### config.mk
export PLATFORM = sky130hd
export DESIGN_NAME = obs_input_supervisor
export DESIGN_NICKNAME = d
export VERILOG_FILES = /design/src/core/obs_pkg.sv /design/src/core/obs_tick_divider.sv /design/src/core/obs_reaction_delay.sv /design/src/core/obs_input_supervisor.sv
export SDC_FILE = /design/constraint.sdc
export NUM_CORES = 1
export LEC_CHECK = 0
export BUFFER_PORTS_ARGS = -buffer_cell sky130_fd_sc_hd__buf_4
export CAP_MARGIN = 40
export CORE_MARGIN = 3
export CORE_UTILIZATION = 48
export DETAILED_ROUTE_END_ITERATION = 16
export PLACE_DENSITY_LB_ADDON = 0.3
export SLEW_MARGIN = 20
export SYNTH_ARGS = -nofsm -noshare
export SYNTH_HDL_FRONTEND = slang
export SYNTH_SLANG_ARGS = --single-unit
### constraint.sdc
create_clock -name clk -period 2.3 [get_ports clk]
set_clock_uncertainty 0.15 [all_clocks]
set_input_delay 0 -clock clk [delete_from_list [all_inputs] [get_ports clk]]
set_output_delay 0 -clock clk [all_outputs]
set_load 0.05 [all_outputs]
### src/core/obs_pkg.sv
// Shared constants, types and helpers for the oil input supervisor
package obs_pkg;
	localparam int CLK_HZ = 25_000_000;
	localparam int TICK_MS = 1;
	localparam int TICK_CYCLES = CLK_HZ / 1000 * TICK_MS;
	localparam int CIRC_WAIT_S = 45;
	localparam int CIRC_WAIT_TICKS = CIRC_WAIT_S * 1000 / TICK_MS;

	localparam int ADDR_W = 8;
	localparam int DATA_W = 32;
	localparam int PHASE_W = 8;
	localparam int DELAY_W = 24;
	localparam int CIRC_W = 16;
	localparam int CFG_W = 7;
	localparam int EVT_W = 6;
	localparam int LIVE_W = 7;

	localparam logic [ADDR_W-1:0] REG_CONFIG = 8'h00;
	localparam logic [ADDR_W-1:0] REG_DELAY = 8'h04;
	localparam logic [ADDR_W-1:0] REG_STATUS = 8'h08;
	localparam logic [ADDR_W-1:0] REG_MASK = 8'h0C;
	localparam logic [ADDR_W-1:0] REG_INPUTS = 8'h10;

	localparam int CFG_LOW_LSB = 0;
	localparam int CFG_HIGH_BIT = 2;
	localparam int CFG_REL_BIT = 3;
	localparam int CFG_GO_BIT = 4;
	localparam int CFG_SHARED_LSB = 5;

	localparam int EVT_LOW = 0;
	localparam int EVT_HIGH = 1;
	localparam int EVT_REL = 2;
	localparam int EVT_GO = 3;
	localparam int EVT_TIMEOUT = 4;
	localparam int EVT_SHARED = 5;

	localparam logic [CFG_W-1:0] CONFIG_RST = 7'h3D;
	localparam logic [DELAY_W-1:0] DELAY_RST = 24'h00_61A8;
	localparam logic [EVT_W-1:0] MASK_RST = 6'h00;

	localparam logic [PHASE_W-1:0] PH_RELEASE = 8'h15;
	localparam logic [PHASE_W-1:0] PH_CIRC_HEAVY = 8'h26;
	localparam logic [PHASE_W-1:0] PH_CIRC_HEAVY_PILOT = 8'h2C;

	typedef enum logic [2:0] {
		FUEL_GAS = 3'b000,
		FUEL_LIGHT = 3'b001,
		FUEL_HEAVY = 3'b010,
		FUEL_LIGHT_PILOT = 3'b011,
		FUEL_HEAVY_PILOT = 3'b100
	} obs_fuel_t;

	typedef enum logic [1:0] {
		LOW_OFF = 2'b00,
		LOW_ACT = 2'b01,
		LOW_FROM_TS = 2'b10
	} obs_low_mode_t;

	typedef enum logic [1:0] {
		SH_OFF = 2'b00,
		SH_FAN = 2'b01,
		SH_RECIRC = 2'b10
	} obs_shared_t;

	function automatic logic is_oil(input obs_fuel_t fuel);
		return fuel != FUEL_GAS;
	endfunction

	function automatic logic is_heavy(input obs_fuel_t fuel);
		return fuel == FUEL_HEAVY || fuel == FUEL_HEAVY_PILOT;
	endfunction
endpackage

### src/core/obs_tick_divider.sv
// Millisecond enable pulse from the system clock
module obs_tick_divider #(
	parameter int CYCLES = obs_pkg::TICK_CYCLES
) (
	input wire logic clk,
	input wire logic resetn,
	output logic tick
);
	localparam int CW = $clog2(CYCLES + 1);
	localparam logic [CW-1:0] LAST = CW'(CYCLES - 1);

	logic [CW-1:0] count;

	always_ff @(posedge clk) begin
		if (!resetn) begin
			count <= '0;
			tick <= 1'b0;
		end else if (count == LAST) begin
			count <= '0;
			tick <= 1'b1;
		end else begin
			count <= count + 1'b1;
			tick <= 1'b0;
		end
	end
endmodule

### src/core/obs_reaction_delay.sv
// Loss-of-signal delay counter in system clock cycles
module obs_reaction_delay #(
	parameter int W = obs_pkg::DELAY_W
) (
	input wire logic clk,
	input wire logic resetn,
	input wire logic enable,
	input wire logic present,
	input wire logic [W-1:0] limit,
	output logic expired
);
	logic [W-1:0] count;

	// Restarts whenever the signal is back or watching stops
	always_ff @(posedge clk) begin
		if (!resetn || !enable || present) begin
			count <= '0;
		end else if (count < limit) begin
			count <= count + 1'b1;
		end
	end

	assign expired = enable && !present && count >= limit;
endmodule

### src/core/obs_input_supervisor.sv
// Oil-side safety and release input supervisor with register port
//
// Contract
// From-safety-time mode: no pressure wait in preignition
// That mode checks low pressure from first safety
// Deactivated inputs are ignored entirely
// Pressure loss in safety times reacts after delay
// High oil pressure on oil forces safety shutdown
// Oil release expected from phase 21, loss shuts
// Direct-go ends heavy circulation phase 38/44 early
// Circulation waits 45 s, then home run, repeat
// Direct-go evaluated only for heavy fuel trains
// Fan contactor feedback checked after fan command
// Shared input selects fan, recirculation, or off
// Activated mode expects pressure in preignition/phase 44
// Delay counter restarts per loss, trips at limit
//
// Decided for this implementation: the address-and-strobe port and the placing of the registers.
module obs_input_supervisor #(
	parameter int TICK_CYCLES = obs_pkg::TICK_CYCLES,
	parameter int CIRC_WAIT_TICKS = obs_pkg::CIRC_WAIT_TICKS
) (
	input wire logic clk,
	input wire logic resetn,
	input wire logic [obs_pkg::ADDR_W-1:0] regAddr,
	input wire logic [obs_pkg::DATA_W-1:0] regWdata,
	input wire logic regWrite,
	input wire logic regRead,
	output logic [obs_pkg::DATA_W-1:0] regRdata,
	input wire obs_pkg::obs_fuel_t fuelSelect,
	input wire logic [obs_pkg::PHASE_W-1:0] phase,
	input wire logic sequenceRun,
	input wire logic preignition,
	input wire logic firstSafetyTime,
	input wire logic secondSafetyTime,
	input wire logic fanCommand,
	input wire logic oilLowPressureSwitch,
	input wire logic oilHighPressureSwitch,
	input wire logic oilStartRelease,
	input wire logic heavyFuelDirectGo,
	input wire logic sharedSwitch,
	output logic safetyShutdown,
	output logic burnerShutdown,
	output logic circulationEnd,
	output logic homeRunRepeat,
	output logic irq
);
	import obs_pkg::*;

	localparam logic [CIRC_W-1:0] CIRC_LIMIT = CIRC_W'(CIRC_WAIT_TICKS);
	localparam logic [CIRC_W-1:0] CIRC_LAST = CIRC_W'(CIRC_WAIT_TICKS - 1);

	// Software registers
	logic [CFG_W-1:0] cfgReg;
	logic [DELAY_W-1:0] delayLimit;
	logic [EVT_W-1:0] status;
	logic [EVT_W-1:0] mask;
	logic [EVT_W-1:0] next_status;

	// Decoded configuration
	obs_low_mode_t lowMode;
	obs_shared_t sharedSel;
	logic highEn;
	logic relEn;
	logic goEn;

	// Supervision state
	logic oilFire;
	logic inSafety;
	logic lowArmed;
	logic lowArmCond;
	logic lowExpired;
	logic lowFault;
	logic highFault;
	logic relFault;
	logic inCirc;
	logic [PHASE_W-1:0] circPhase;
	logic [CIRC_W-1:0] circTimer;
	logic circTimedOut;
	logic goHit;
	logic sharedWatch;
	logic sharedFault;
	logic tick;
	logic [EVT_W-1:0] evtCond;
	logic [EVT_W-1:0] evtQ;
	logic [EVT_W-1:0] evtPulse;
	logic [LIVE_W-1:0] liveView;

	assign lowMode = obs_low_mode_t'(cfgReg[CFG_LOW_LSB +: 2]);
	assign highEn = cfgReg[CFG_HIGH_BIT];
	assign relEn = cfgReg[CFG_REL_BIT];
	assign goEn = cfgReg[CFG_GO_BIT];
	assign sharedSel = obs_shared_t'(cfgReg[CFG_SHARED_LSB +: 2]);

	assign oilFire = sequenceRun && is_oil(fuelSelect);
	assign inSafety = firstSafetyTime || secondSafetyTime;

	obs_tick_divider #(
		.CYCLES(TICK_CYCLES)
	) u_tick (
		.clk(clk),
		.resetn(resetn),
		.tick(tick)
	);

	// Register writes
	always_ff @(posedge clk) begin
		if (!resetn) begin
			cfgReg <= CONFIG_RST;
		end else if (regWrite && regAddr == REG_CONFIG) begin
			cfgReg <= regWdata[CFG_W-1:0];
		end
	end

	always_ff @(posedge clk) begin
		if (!resetn) begin
			delayLimit <= DELAY_RST;
		end else if (regWrite && regAddr == REG_DELAY) begin
			delayLimit <= regWdata[DELAY_W-1:0];
		end
	end

	always_ff @(posedge clk) begin
		if (!resetn) begin
			mask <= MASK_RST;
		end else if (regWrite && regAddr == REG_MASK) begin
			mask <= regWdata[EVT_W-1:0];
		end
	end

	// Sticky events, write one to clear, a new event wins
	always_comb begin
		next_status = status;
		if (regWrite && regAddr == REG_STATUS) begin
			next_status = status & ~regWdata[EVT_W-1:0];
		end
		next_status = next_status | evtPulse;
	end

	always_ff @(posedge clk) begin
		if (!resetn) begin
			status <= '0;
			irq <= 1'b0;
		end else begin
			status <= next_status;
			irq <= |(next_status & mask);
		end
	end

	assign liveView = {inCirc, lowArmed, sharedSwitch, heavyFuelDirectGo,
		oilStartRelease, oilHighPressureSwitch, oilLowPressureSwitch};

	// Read data one cycle after the strobe
	always_ff @(posedge clk) begin
		if (!resetn) begin
			regRdata <= '0;
		end else begin
			regRdata <= '0;
			if (regRead) begin
				case (regAddr)
					REG_CONFIG: regRdata <= DATA_W'(cfgReg);
					REG_DELAY: regRdata <= DATA_W'(delayLimit);
					REG_STATUS: regRdata <= DATA_W'(status);
					REG_MASK: regRdata <= DATA_W'(mask);
					REG_INPUTS: regRdata <= DATA_W'(liveView);
					default: regRdata <= '0;
				endcase
			end
		end
	end

	// Low oil pressure arming per mode
	always_comb begin
		case (lowMode)
			LOW_ACT: begin
				if (fuelSelect == FUEL_HEAVY_PILOT) begin
					lowArmCond = phase == PH_CIRC_HEAVY_PILOT
						&& oilLowPressureSwitch;
				end else begin
					lowArmCond = preignition && oilLowPressureSwitch;
				end
				lowArmCond = lowArmCond || firstSafetyTime;
			end
			LOW_FROM_TS: lowArmCond = firstSafetyTime; // see R1
			default: lowArmCond = 1'b0;
		endcase
	end

	always_ff @(posedge clk) begin
		if (!resetn || !oilFire) begin
			lowArmed <= 1'b0;
		end else if (lowMode != LOW_ACT && lowMode != LOW_FROM_TS) begin
			lowArmed <= 1'b0;
		end else if (lowArmCond) begin
			lowArmed <= 1'b1;
		end
	end

	obs_reaction_delay #(
		.W(DELAY_W)
	) u_low_delay (
		.clk(clk),
		.resetn(resetn),
		.enable(lowArmed),
		.present(oilLowPressureSwitch),
		.limit(delayLimit),
		.expired(lowExpired)
	);

	// Loss reacts after the delay only inside the safety times
	assign lowFault = lowArmed && !oilLowPressureSwitch
		&& (inSafety ? lowExpired : 1'b1); // see R4 see R13

	assign highFault = highEn && oilFire && oilHighPressureSwitch;

	assign relFault = relEn && oilFire && phase >= PH_RELEASE
		&& !oilStartRelease;

	// Heavy fuel circulation supervision
	assign circPhase = (fuelSelect == FUEL_HEAVY) ? PH_CIRC_HEAVY
		: PH_CIRC_HEAVY_PILOT;
	assign inCirc = goEn && sequenceRun && is_heavy(fuelSelect)
		&& phase == circPhase; // see R9

	always_ff @(posedge clk) begin
		if (!resetn || !inCirc) begin
			circTimer <= '0;
		end else if (tick && circTimer < CIRC_LIMIT) begin
			circTimer <= circTimer + 1'b1;
		end
	end

	assign circTimedOut = inCirc && circTimer >= CIRC_LIMIT;
	assign goHit = inCirc && heavyFuelDirectGo && !circTimedOut;

	// Shared fan contactor / recirculation input
	assign sharedWatch = sequenceRun && fanCommand
		&& (sharedSel == SH_FAN || sharedSel == SH_RECIRC); // see R11

	obs_reaction_delay #(
		.W(DELAY_W)
	) u_shared_delay (
		.clk(clk),
		.resetn(resetn),
		.enable(sharedWatch),
		.present(sharedSwitch),
		.limit(delayLimit),
		.expired(sharedFault)
	);

	// Rising edges of conditions become events
	assign evtCond = {sharedFault, circTimedOut, goHit, relFault, highFault,
		lowFault};
	assign evtPulse = evtCond & ~evtQ;

	always_ff @(posedge clk) begin
		if (!resetn) begin
			evtQ <= '0;
		end else begin
			evtQ <= evtCond;
		end
	end

	always_ff @(posedge clk) begin
		if (!resetn) begin
			safetyShutdown <= 1'b0;
			burnerShutdown <= 1'b0;
			circulationEnd <= 1'b0;
			homeRunRepeat <= 1'b0;
		end else begin
			safetyShutdown <= evtPulse[EVT_LOW] || evtPulse[EVT_HIGH];
			burnerShutdown <= evtPulse[EVT_REL] || evtPulse[EVT_SHARED];
			circulationEnd <= evtPulse[EVT_GO];
			homeRunRepeat <= evtPulse[EVT_TIMEOUT];
		end
	end
endmodule

# Yosys cells after proc, flatten, opt, wreduce, memory -nomap -nowiden
# Index checks and enable logic that the tools add are counted.
# op_classes
n_addsub	4
multipliers	0
div	0
magnitude_cmp	7
n_eq_ne	15
shifts	0
mux	8
bitwise	7
reduce_logical	54
# ops
op	count
$pmux W24 S5	1
$add A24 B1 Y24 const B	2
$ge A24 B24 Y1	2
$lt A24 B24 Y1	2
$logic_and A1 B1 Y1	27
$and A6 B6 Y6	3
$add A16 B1 Y16 const B	1
$eq A8 B4 Y1 const B	2
$ge A16 B16 Y1 const B	1
$lt A16 B16 Y1 const B	1
$add A15 B1 Y15 const B	1
$eq A15 B15 Y1 const B	1
$logic_or A1 B1 Y1	12
$not A6 Y6	2
$logic_not A1 Y1	9
$eq A8 B3 Y1 const B	1
$eq A8 B5 Y1 const B	1
$eq A8 B6 Y1	1
$eq A8 B6 Y1 const B	1
$ge A8 B5 Y1 const B	1
$logic_not A8 Y1	1
$mux W6	1
$or A6 B6 Y6	1
$reduce_or A6 Y1	1
13 further kinds	19
# totals
reg_bits	167
latchBits	0
ram_bits	0
mem_bits_ro	0
memories	0

# Longest topological paths before layout
# Gate-level depths: netlist of the first run.
# depth
word_depth	11
ltp_mapped	11

# Cells and area by module
# From an unflattened synthesis of the first run, not the netlist that was laid out.
# hier_totals
hier_cells	988
area_unflattened_um2	8296.7
# by_module_without_submodules
mod	instances	cells_each	area_each_um2
obs_input_supervisor	1	454	3975.1
obs_reaction_delay	2	228	1805.5
obs_tick_divider	1	78	710.7

# Least setup slack after synthesis of the first run
# OpenSTA, ideal clock, no wires.
# synth_timing
path_type	register to register
startpoint	register delayLimit[14]
endpoint	register u_low_delay.count[20]
setup_time_ns	0.070
t_arrival_ns	2.361
required_time_ns	2.080
slack_ns	-0.282
stages_incl_launch_ff	11
path_cell_list	dfxtp_1 > inv_1 > ha_1 > nand4_2 > nor3_1 > or3_4 > o31ai_4 > nand4_1 > clkbuf_1 > or4_1 > a21oi_1
# synth_via
elab_chain_len	1
# synth_lines
item	line_no	source
from (decl)	obs_input_supervisor.sv:55	logic [DELAY_W-1:0] delayLimit;
from (signal assigned)	obs_input_supervisor.sv:119	delayLimit <= regWdata[DELAY_W-1:0];
$lt A24 B24 Y1	obs_reaction_delay.sv:18	end else if (count < limit) begin
to (signal assigned)	obs_reaction_delay.sv:19	count <= count + 1'b1;
to (decl)	obs_reaction_delay.sv:12	logic [W-1:0] count;
# Every way passes these cells.
# A chain may end at the register's enable or synchronous reset.

# Worst setup path after layout of the first run
# layout_timing
startpoint	register delayLimit[1]
endpoint	register u_shared_delay.count[17]
# layout_via
elab_chain_len	1
# layout_lines
item	line_no
$lt A24 B24 Y1	obs_reaction_delay.sv:18
to (signal assigned)	obs_reaction_delay.sv:19
to (decl)	obs_reaction_delay.sv:12
# Every way passes these cells.

==> summary.txt, run 1 <==
Global routing
  – Number of global-route vias before repair: 7735
  – Initial antenna violation count: 0
  – Global-route wire length before repair: 39000 um
  – Grt ovf: 0
  – Largest net degree at the start of global routing: 31
  – GRT Resource Usage Total: 0.268

Placement
  – Placed Cells: 1338
  – I/O Buffers: 85
  – Post-DP Area: 0.00990 mm^2
  – HPWL after detailed placement: 16100 um
  – RD Place Congestion: 0.944

Pwr
  – Sequential power share: 0.482
  – Clock power share: 0.462
  – Sw Share: 0.231
  – Leak: 4.48 nW
  – NetSw: 1.33 mW
  – Maximum vdd drop: 544 uV
  – Pwr Total: 5.76 mW
  – Int Pwr: 4.43 mW
  – Power per cell area: 492 mW/mm^2
  – Comb pwr share: 0.056

Floorplanning
  – Die height: 135 um
  – Die X: 135 um
  – Ports: 102
  – Row cnt: 46
  – Starting Density: 0.495
  – Core ar.: 0.0161 mm^2
  – Area of the die: 0.0181 mm^2

Clocking
  – CTS tree: yes
  – Register clock-pin slew on the reported worst setup and hold paths: 0.06 ns
  – CTS root buf: clkbuf_16
  – Clock Path Buffers: 2
  – Worst-skew pair later-pin latency: 0.43 ns
  – CTS sink count: 159
  – CTS Buf Count: 17
  – CTS HTree Levels: 4

Layout
  – Nets: 1333
  – Layout cells sized above 1: 0.354
  – Final design utilization: 0.729
  – Post-route non-filler standard cell count: 1441
  – Final Cell Area: 0.0117 mm^2
  – Ant diodes: 0
  – Register area: 0.00323 mm^2
  – Area growth from synthesis to layout: 47.5%
  – Multi-input combinational cell area: 0.00516 mm^2
  – Fillers: 1035

Drt
  – Via density: 5.66
  – WL/cell: 17.5 um
  – Drc violations: 0
  – TritonRoute pass-1 iters: 5
  – Via count: 8150
  – Post-DRT Antenna Nets: 0
  – Violation count after the first detailed-route iteration: 761
  – Final WL: 25200 um

Worst hold path
  – Hold WC Path Type: in -> reg

Flow run
  – Max-cap violation count: 0

Critical path
  – WS Path Type: reg -> reg
  – Required @ worst endpoint: 2.51 ns
  – Critical Path Source Type: flip-flop
  – Worst endpoint data arrival time: 2.83 ns
  – Critical path endpoint category: flip-flop
  – CP max FO: 6

Logic synthesis
  – Number of flops mapped to enable cells by yosys: 0
  – Yosys top cell by area: dfxtp_1
  – Proportion of netlist area held by the largest area contributor: 0.401
  – Netlist cell types: 65
  – Synthesized cell area: 0.00794 mm^2
  – Ys flop type: dfxtp_1
  – Mapped Cells: 948
  – Ys async rst share: 0
  – Synth area leaders: dfxtp_1 (40%), ha_1 (8.7%), a21oi_1 (5.6%)
  – Most instantiated library cell after synthesis: dfxtp_1
  – FF+latch count, synth: 159
  – Post-synth top cells: dfxtp_1 (159), nand2_1 (117), a21oi_1 (89)
  – Synth warn: 0
  – Avg Synthesized Cell Area: 8.38 um^2
  – Register area share after synthesis: 0.401

Status
  – Violated checks: setup timing
  – Status: finished with violations

STA
  – Slew @ Worst Pin: 0.652 ns
  – Minimum clock period after layout: 2.62 ns
  – Max Freq: 382 MHz
  – Post-route setup TNS: -9.34 ns
  – Setup violators final: 47
  – Max-Slew Margin vs Limit: 0.563
  – Fin crit share: 1.14
  – Final Max Slew Viols: 0
  – Final hold violation count: 0
  – RSZ-0062 raised after global routing: yes
  – Worst Slack Setup Final: -0.319 ns
-- sequential cells by signal (all words and copies together), names as in the netlist, 6 cells and up --
signal	flops
mask	6
regRdata	24
u_shared_delay.count	24
status	6
delayLimit	24
cfgReg	7
evtQ	6
circTimer	16
u_low_delay.count	24
u_tick.count	15
-- layer usage --
layer | GRT usage | up-vias | wire (um)
met4 | 0.102 | 0 | 904
met3 | 0.0559 | 98 | 1600
met2 | 0.449 | 334 | 12100
met1 | 0.339 | 3835 | 10600
met5 | 0 | - | 0
li1 | - | 3883 | -
-- cell type report --
class | instances | area share
clock inverters | 10 | 0.00758
well taps | 216 | 0.0231
repair buffers | 278 | 0.197
flip-flops and latches | 159 | 0.276
clock buffers | 21 | 0.0385
inverters | 50 | 0.0175
multi-input cells | 707 | 0.441
-- worst max-delay path: stages, from the launching register on --
cell and delay (ns):
dfxtp_2 0.35, inv_4 0.05, ha_4 0.21, nor2b_4 0.12, o211ai_1 0.29, a21boi_4 0.11, o21bai_4 0.19, nand4_1 0.27
buf_6 0.23, or4_4 0.47, a21oi_2 0.12
-- cell families (layout without fill, tap and decap cells) --
family | count (synthesis) | after routing | share of synthesized area
multiplexers | 14 | 14 | 0.0176
buffers and inverters | 90 | 359 | 0.0470
adder cells (fa/ha/maj) | 55 | 55 | 0.0867
AO/OA/AOI/OAI | 199 | 199 | 0.151
flip-flops | 159 | 159 | 0.401
AND/OR/NAND/NOR | 399 | 400 | 0.262
XOR/XNOR | 31 | 31 | 0.0342
other | 1 | 8 | 0.000472
-- per-stage QoR --
step,worst slack [ns],hold WS (ns)
4_1_cts,-0.258,0.000510
3_5_place_dp,-0.335,0.107
3_3_place_gp,-0.221,0.0931
6_report,-0.319,0.0105
2_1_floorplan,-0.124,-0.0216
5_1_grt,-0.415,0.0400
-- cell usage in the layout, fill, tap and decap left out, types with 17 or more instances in the layout --
cell             n
and2_1          25
dfxtp_2         36
o21ai_0         34
inv_1           27
nor2_1          77
dfxtp_1        122
nand4_1         21
a21oi_2         20
clkbuf_16       17
nand3_1         39
nand2_1        107
ha_4            28
ha_1            25
or3_1           22
dlygate4sd3_1   58
a21oi_1         69
buf_4          205
-- worst paths after layout --
path	start	endpoint	slack, ns	cells past startpoint
hold / removal	regAddr[5]	status[0]	0.01	6
setup reg to reg	delayLimit[1]	u_shared_delay.count[17]	-0.32	10
hold reg to reg	evtQ[4]	homeRunRepeat	0.28	1
setup / recovery	delayLimit[1]	u_shared_delay.count[17]	-0.32	10
-- power groups by stage --
stage	registers (mW)	logic (mW)	clock network (mW)
after floorplan	2.84	0.120	0
after global routing	2.77	0.342	2.79
after global placement	2.84	0.239	0
final	2.77	0.323	2.66
after CTS	2.77	0.309	2.66
after detailed placement	2.84	0.242	0
-- repair_timing --
action                                 4_1_cts  5_1_grt
cloned                                       2        0
buffers inserted                             6        8
setup endpoints to repair                   51       61
endpoints found under the hold margin       65        0
gates resized for setup                     80       77
pin swaps                                   34       46
hold buffers                                59        0
Note: power is estimated with default switching activity, not from simulation.
==> inputs of run 2 (changes only) <==
clock period = 2.75 ns   (was 2.3 ns; I/O delays follow)
==> summary.txt, run 2 (synthesis gave the netlist of run 1 again) <==
Critical path
  – Worst reg2reg path depth: 10
  – CP max stage cell: or4_4
  – Flop-to-flop setup slack: 0.01 ns
  – Critical path endpoint category: flip-flop
  – CP max FO: 6
  – Required @ worst endpoint: 2.97 ns
  – Worst R2R End: u_low_delay.count[20]
  – Worst endpoint data arrival time: 2.96 ns
  – CP max stage delay: 0.41 ns
  – WS Path Type: reg -> reg
  – Critical path cell sequence: inv_1 > ha_4 > a21oi_1 > nor2_1 > or3_4 > o31ai_4 > nand4_1 > buf_4 > or4_4 > a21oi_2
  – R2r startpoint: delayLimit[11]
  – Critical Path Source Type: flip-flop

Global routing
  – Met2 usage: 0.393
  – Grt met1 use: 0.303
  – GRT Resource Usage Total: 0.237
  – Initial antenna violation count: 1
  – Most Crowded Layer GR: met2
  – Largest net degree at the start of global routing: 31
  – Global-route wire length before repair: 34700 um
  – Grt ovf: 0
  – Number of global-route vias before repair: 7167
  – GR Util met3: 0.0596

Drt
  – Final WL: 21800 um
  – Post-DRT Antenna Nets: 0
  – WL/cell: 15.9 um
  – Drc violations: 0
  – Via density: 5.50
  – Violation count after the first detailed-route iteration: 595
  – TritonRoute pass-1 iters: 5
  – Via count: 7562

Floorplanning
  – Die X: 135 um
  – Die height: 135 um
  – Ports: 102
  – Row cnt: 46
  – Starting Density: 0.495
  – Area of the die: 0.0181 mm^2
  – Core ar.: 0.0161 mm^2

Clocking
  – Clock Path Buffers: 2
  – Register clock-pin slew on the reported worst setup and hold paths: 0.06 ns
  – Worst-skew pair later-pin latency: 0.43 ns
  – CTS tree: yes
  – CTS root buf: clkbuf_16
  – CTS HTree Levels: 4
  – CTS Buf Count: 17
  – CTS sink count: 159

Pwr
  – Leak: 4.08 nW
  – Power per cell area: 479 mW/mm^2
  – Maximum vdd drop: 425 uV

STA
  – Max Freq: 365 MHz
  – RSZ-0062 raised after global routing: yes
  – Final hold violation count: 0
  – Max-Slew Margin vs Limit: 0.504
  – Fin crit share: 0.996
  – Hold WS: 0.0332 ns
  – Final Max Slew Viols: 0
  – Post-route setup TNS: 0 ns
  – Minimum clock period after layout: 2.74 ns
  – Slew @ Worst Pin: 0.741 ns
  – Setup violators final: 0

Flow run
  – Max-cap violation count: 0

Layout
  – Nets: 1264
  – Fillers: 1261
  – Multi-input combinational cell area: 0.00466 mm^2
  – Commonest non-fill, non-tap cell in the layout: buf_4
  – Layout cells sized above 1: 0.227
  – Register area: 0.00320 mm^2
  – Area growth from synthesis to layout: 34.8%
  – Most frequent cells in the layout: buf_4 (146), dfxtp_1 (143), nand2_1 (113)

Placement
  – RD Place Congestion: 0.901
  – HPWL after detailed placement: 14800 um
  – I/O Buffers: 85

Worst hold path
  – Hold_sp: regAddr[7]
  – WHS Path Cells: 6
  – Hold WC Path Type: in -> reg
  – Hold Path Sink: status[5]

Status
  – Status: completed
## run 2: changes by cell type in the layout (fill, tap and decap cells not counted), moves of 7 or more
cell,change
ha_1,+18
buf_6,-10
buf_4,-59
inv_1,+14
inv_2,-7
dfxtp_2,-20
dfxtp_1,+21
ha_4,-16
or3_1,+10
a21oi_2,-14
or3_4,-10
inv_4,-7
a21oi_1,+14
o21ai_0,+12
## run 2: what timing repair did
action | 4_1_cts | 5_1_grt
buffers inserted | 0 | 12
endpoints found under the setup margin | 6 | 53
pin swaps | 1 | 24
hold buffers | 58 | 0
hold endpoints to repair | 64 | 0
cloned | 0 | 2
gates resized for setup | 3 | 67
## run 2: final cells by class
cell class              instances  area share
clock buffers                  20      0.0427
multi-input cells             706       0.435
inverters                      50      0.0175
well taps                     216      0.0252
diodes                          1    0.000234
repair buffers                210       0.163
clock inverters                12      0.0172
flip-flops and latches        159       0.299
## run 2: per-stage QoR
step	total power, mW	std cells	setup WS [ns]	utilization	cell area [um^2]
after floorplan	2.48	955	0.168	-	7970
after global placement	2.57	1269	0.0340	0.567	9100
after detailed placement	2.57	1269	-0.0320	0.567	9100
after CTS	5.15	1359	0.00427	0.644	10300
after global routing	5.27	1374	-0.0869	0.667	10700
final	5.13	1374	0.0101	0.667	10700
## run 2: routing by layer
layer	share of wire	wire length [um]	up-vias
met5	0	0	-
met4	0.022	486	0
met3	0.061	1330	44
met2	0.48	10500	240
met1	0.43	9480	3548
li1	-	-	3730
## run 2: worst max-delay path by stage
stage	from	to	slack, ns	cells after the start
3_3_place_gp	delayLimit[23]	u_shared_delay.count[20]	0.03	10
5_1_grt	delayLimit[11]	u_shared_delay.count[10]	-0.09	11
6_report	delayLimit[11]	u_low_delay.count[20]	0.01	10
2_1_floorplan	delayLimit[14]	u_low_delay.count[20]	0.17	10
4_1_cts	delayLimit[23]	u_shared_delay.count[20]	0.004	10
3_5_place_dp	delayLimit[21]	u_shared_delay.count[20]	-0.03	10
## run 2: critical path: cells and delay by family (launching register included)
family | cells | cell delay [ns]
simple gates | 4 | 1.04
flops | 1 | 0.32
fa+ha+maj | 1 | 0.22
compound gates | 3 | 0.62
buf+inv | 2 | 0.32
## run 2: report_power, final
part	switching, mW	internal, mW
clock network	0.970	1.57
registers	0.00756	2.31
logic	0.135	0.127
total	1.11	4.01
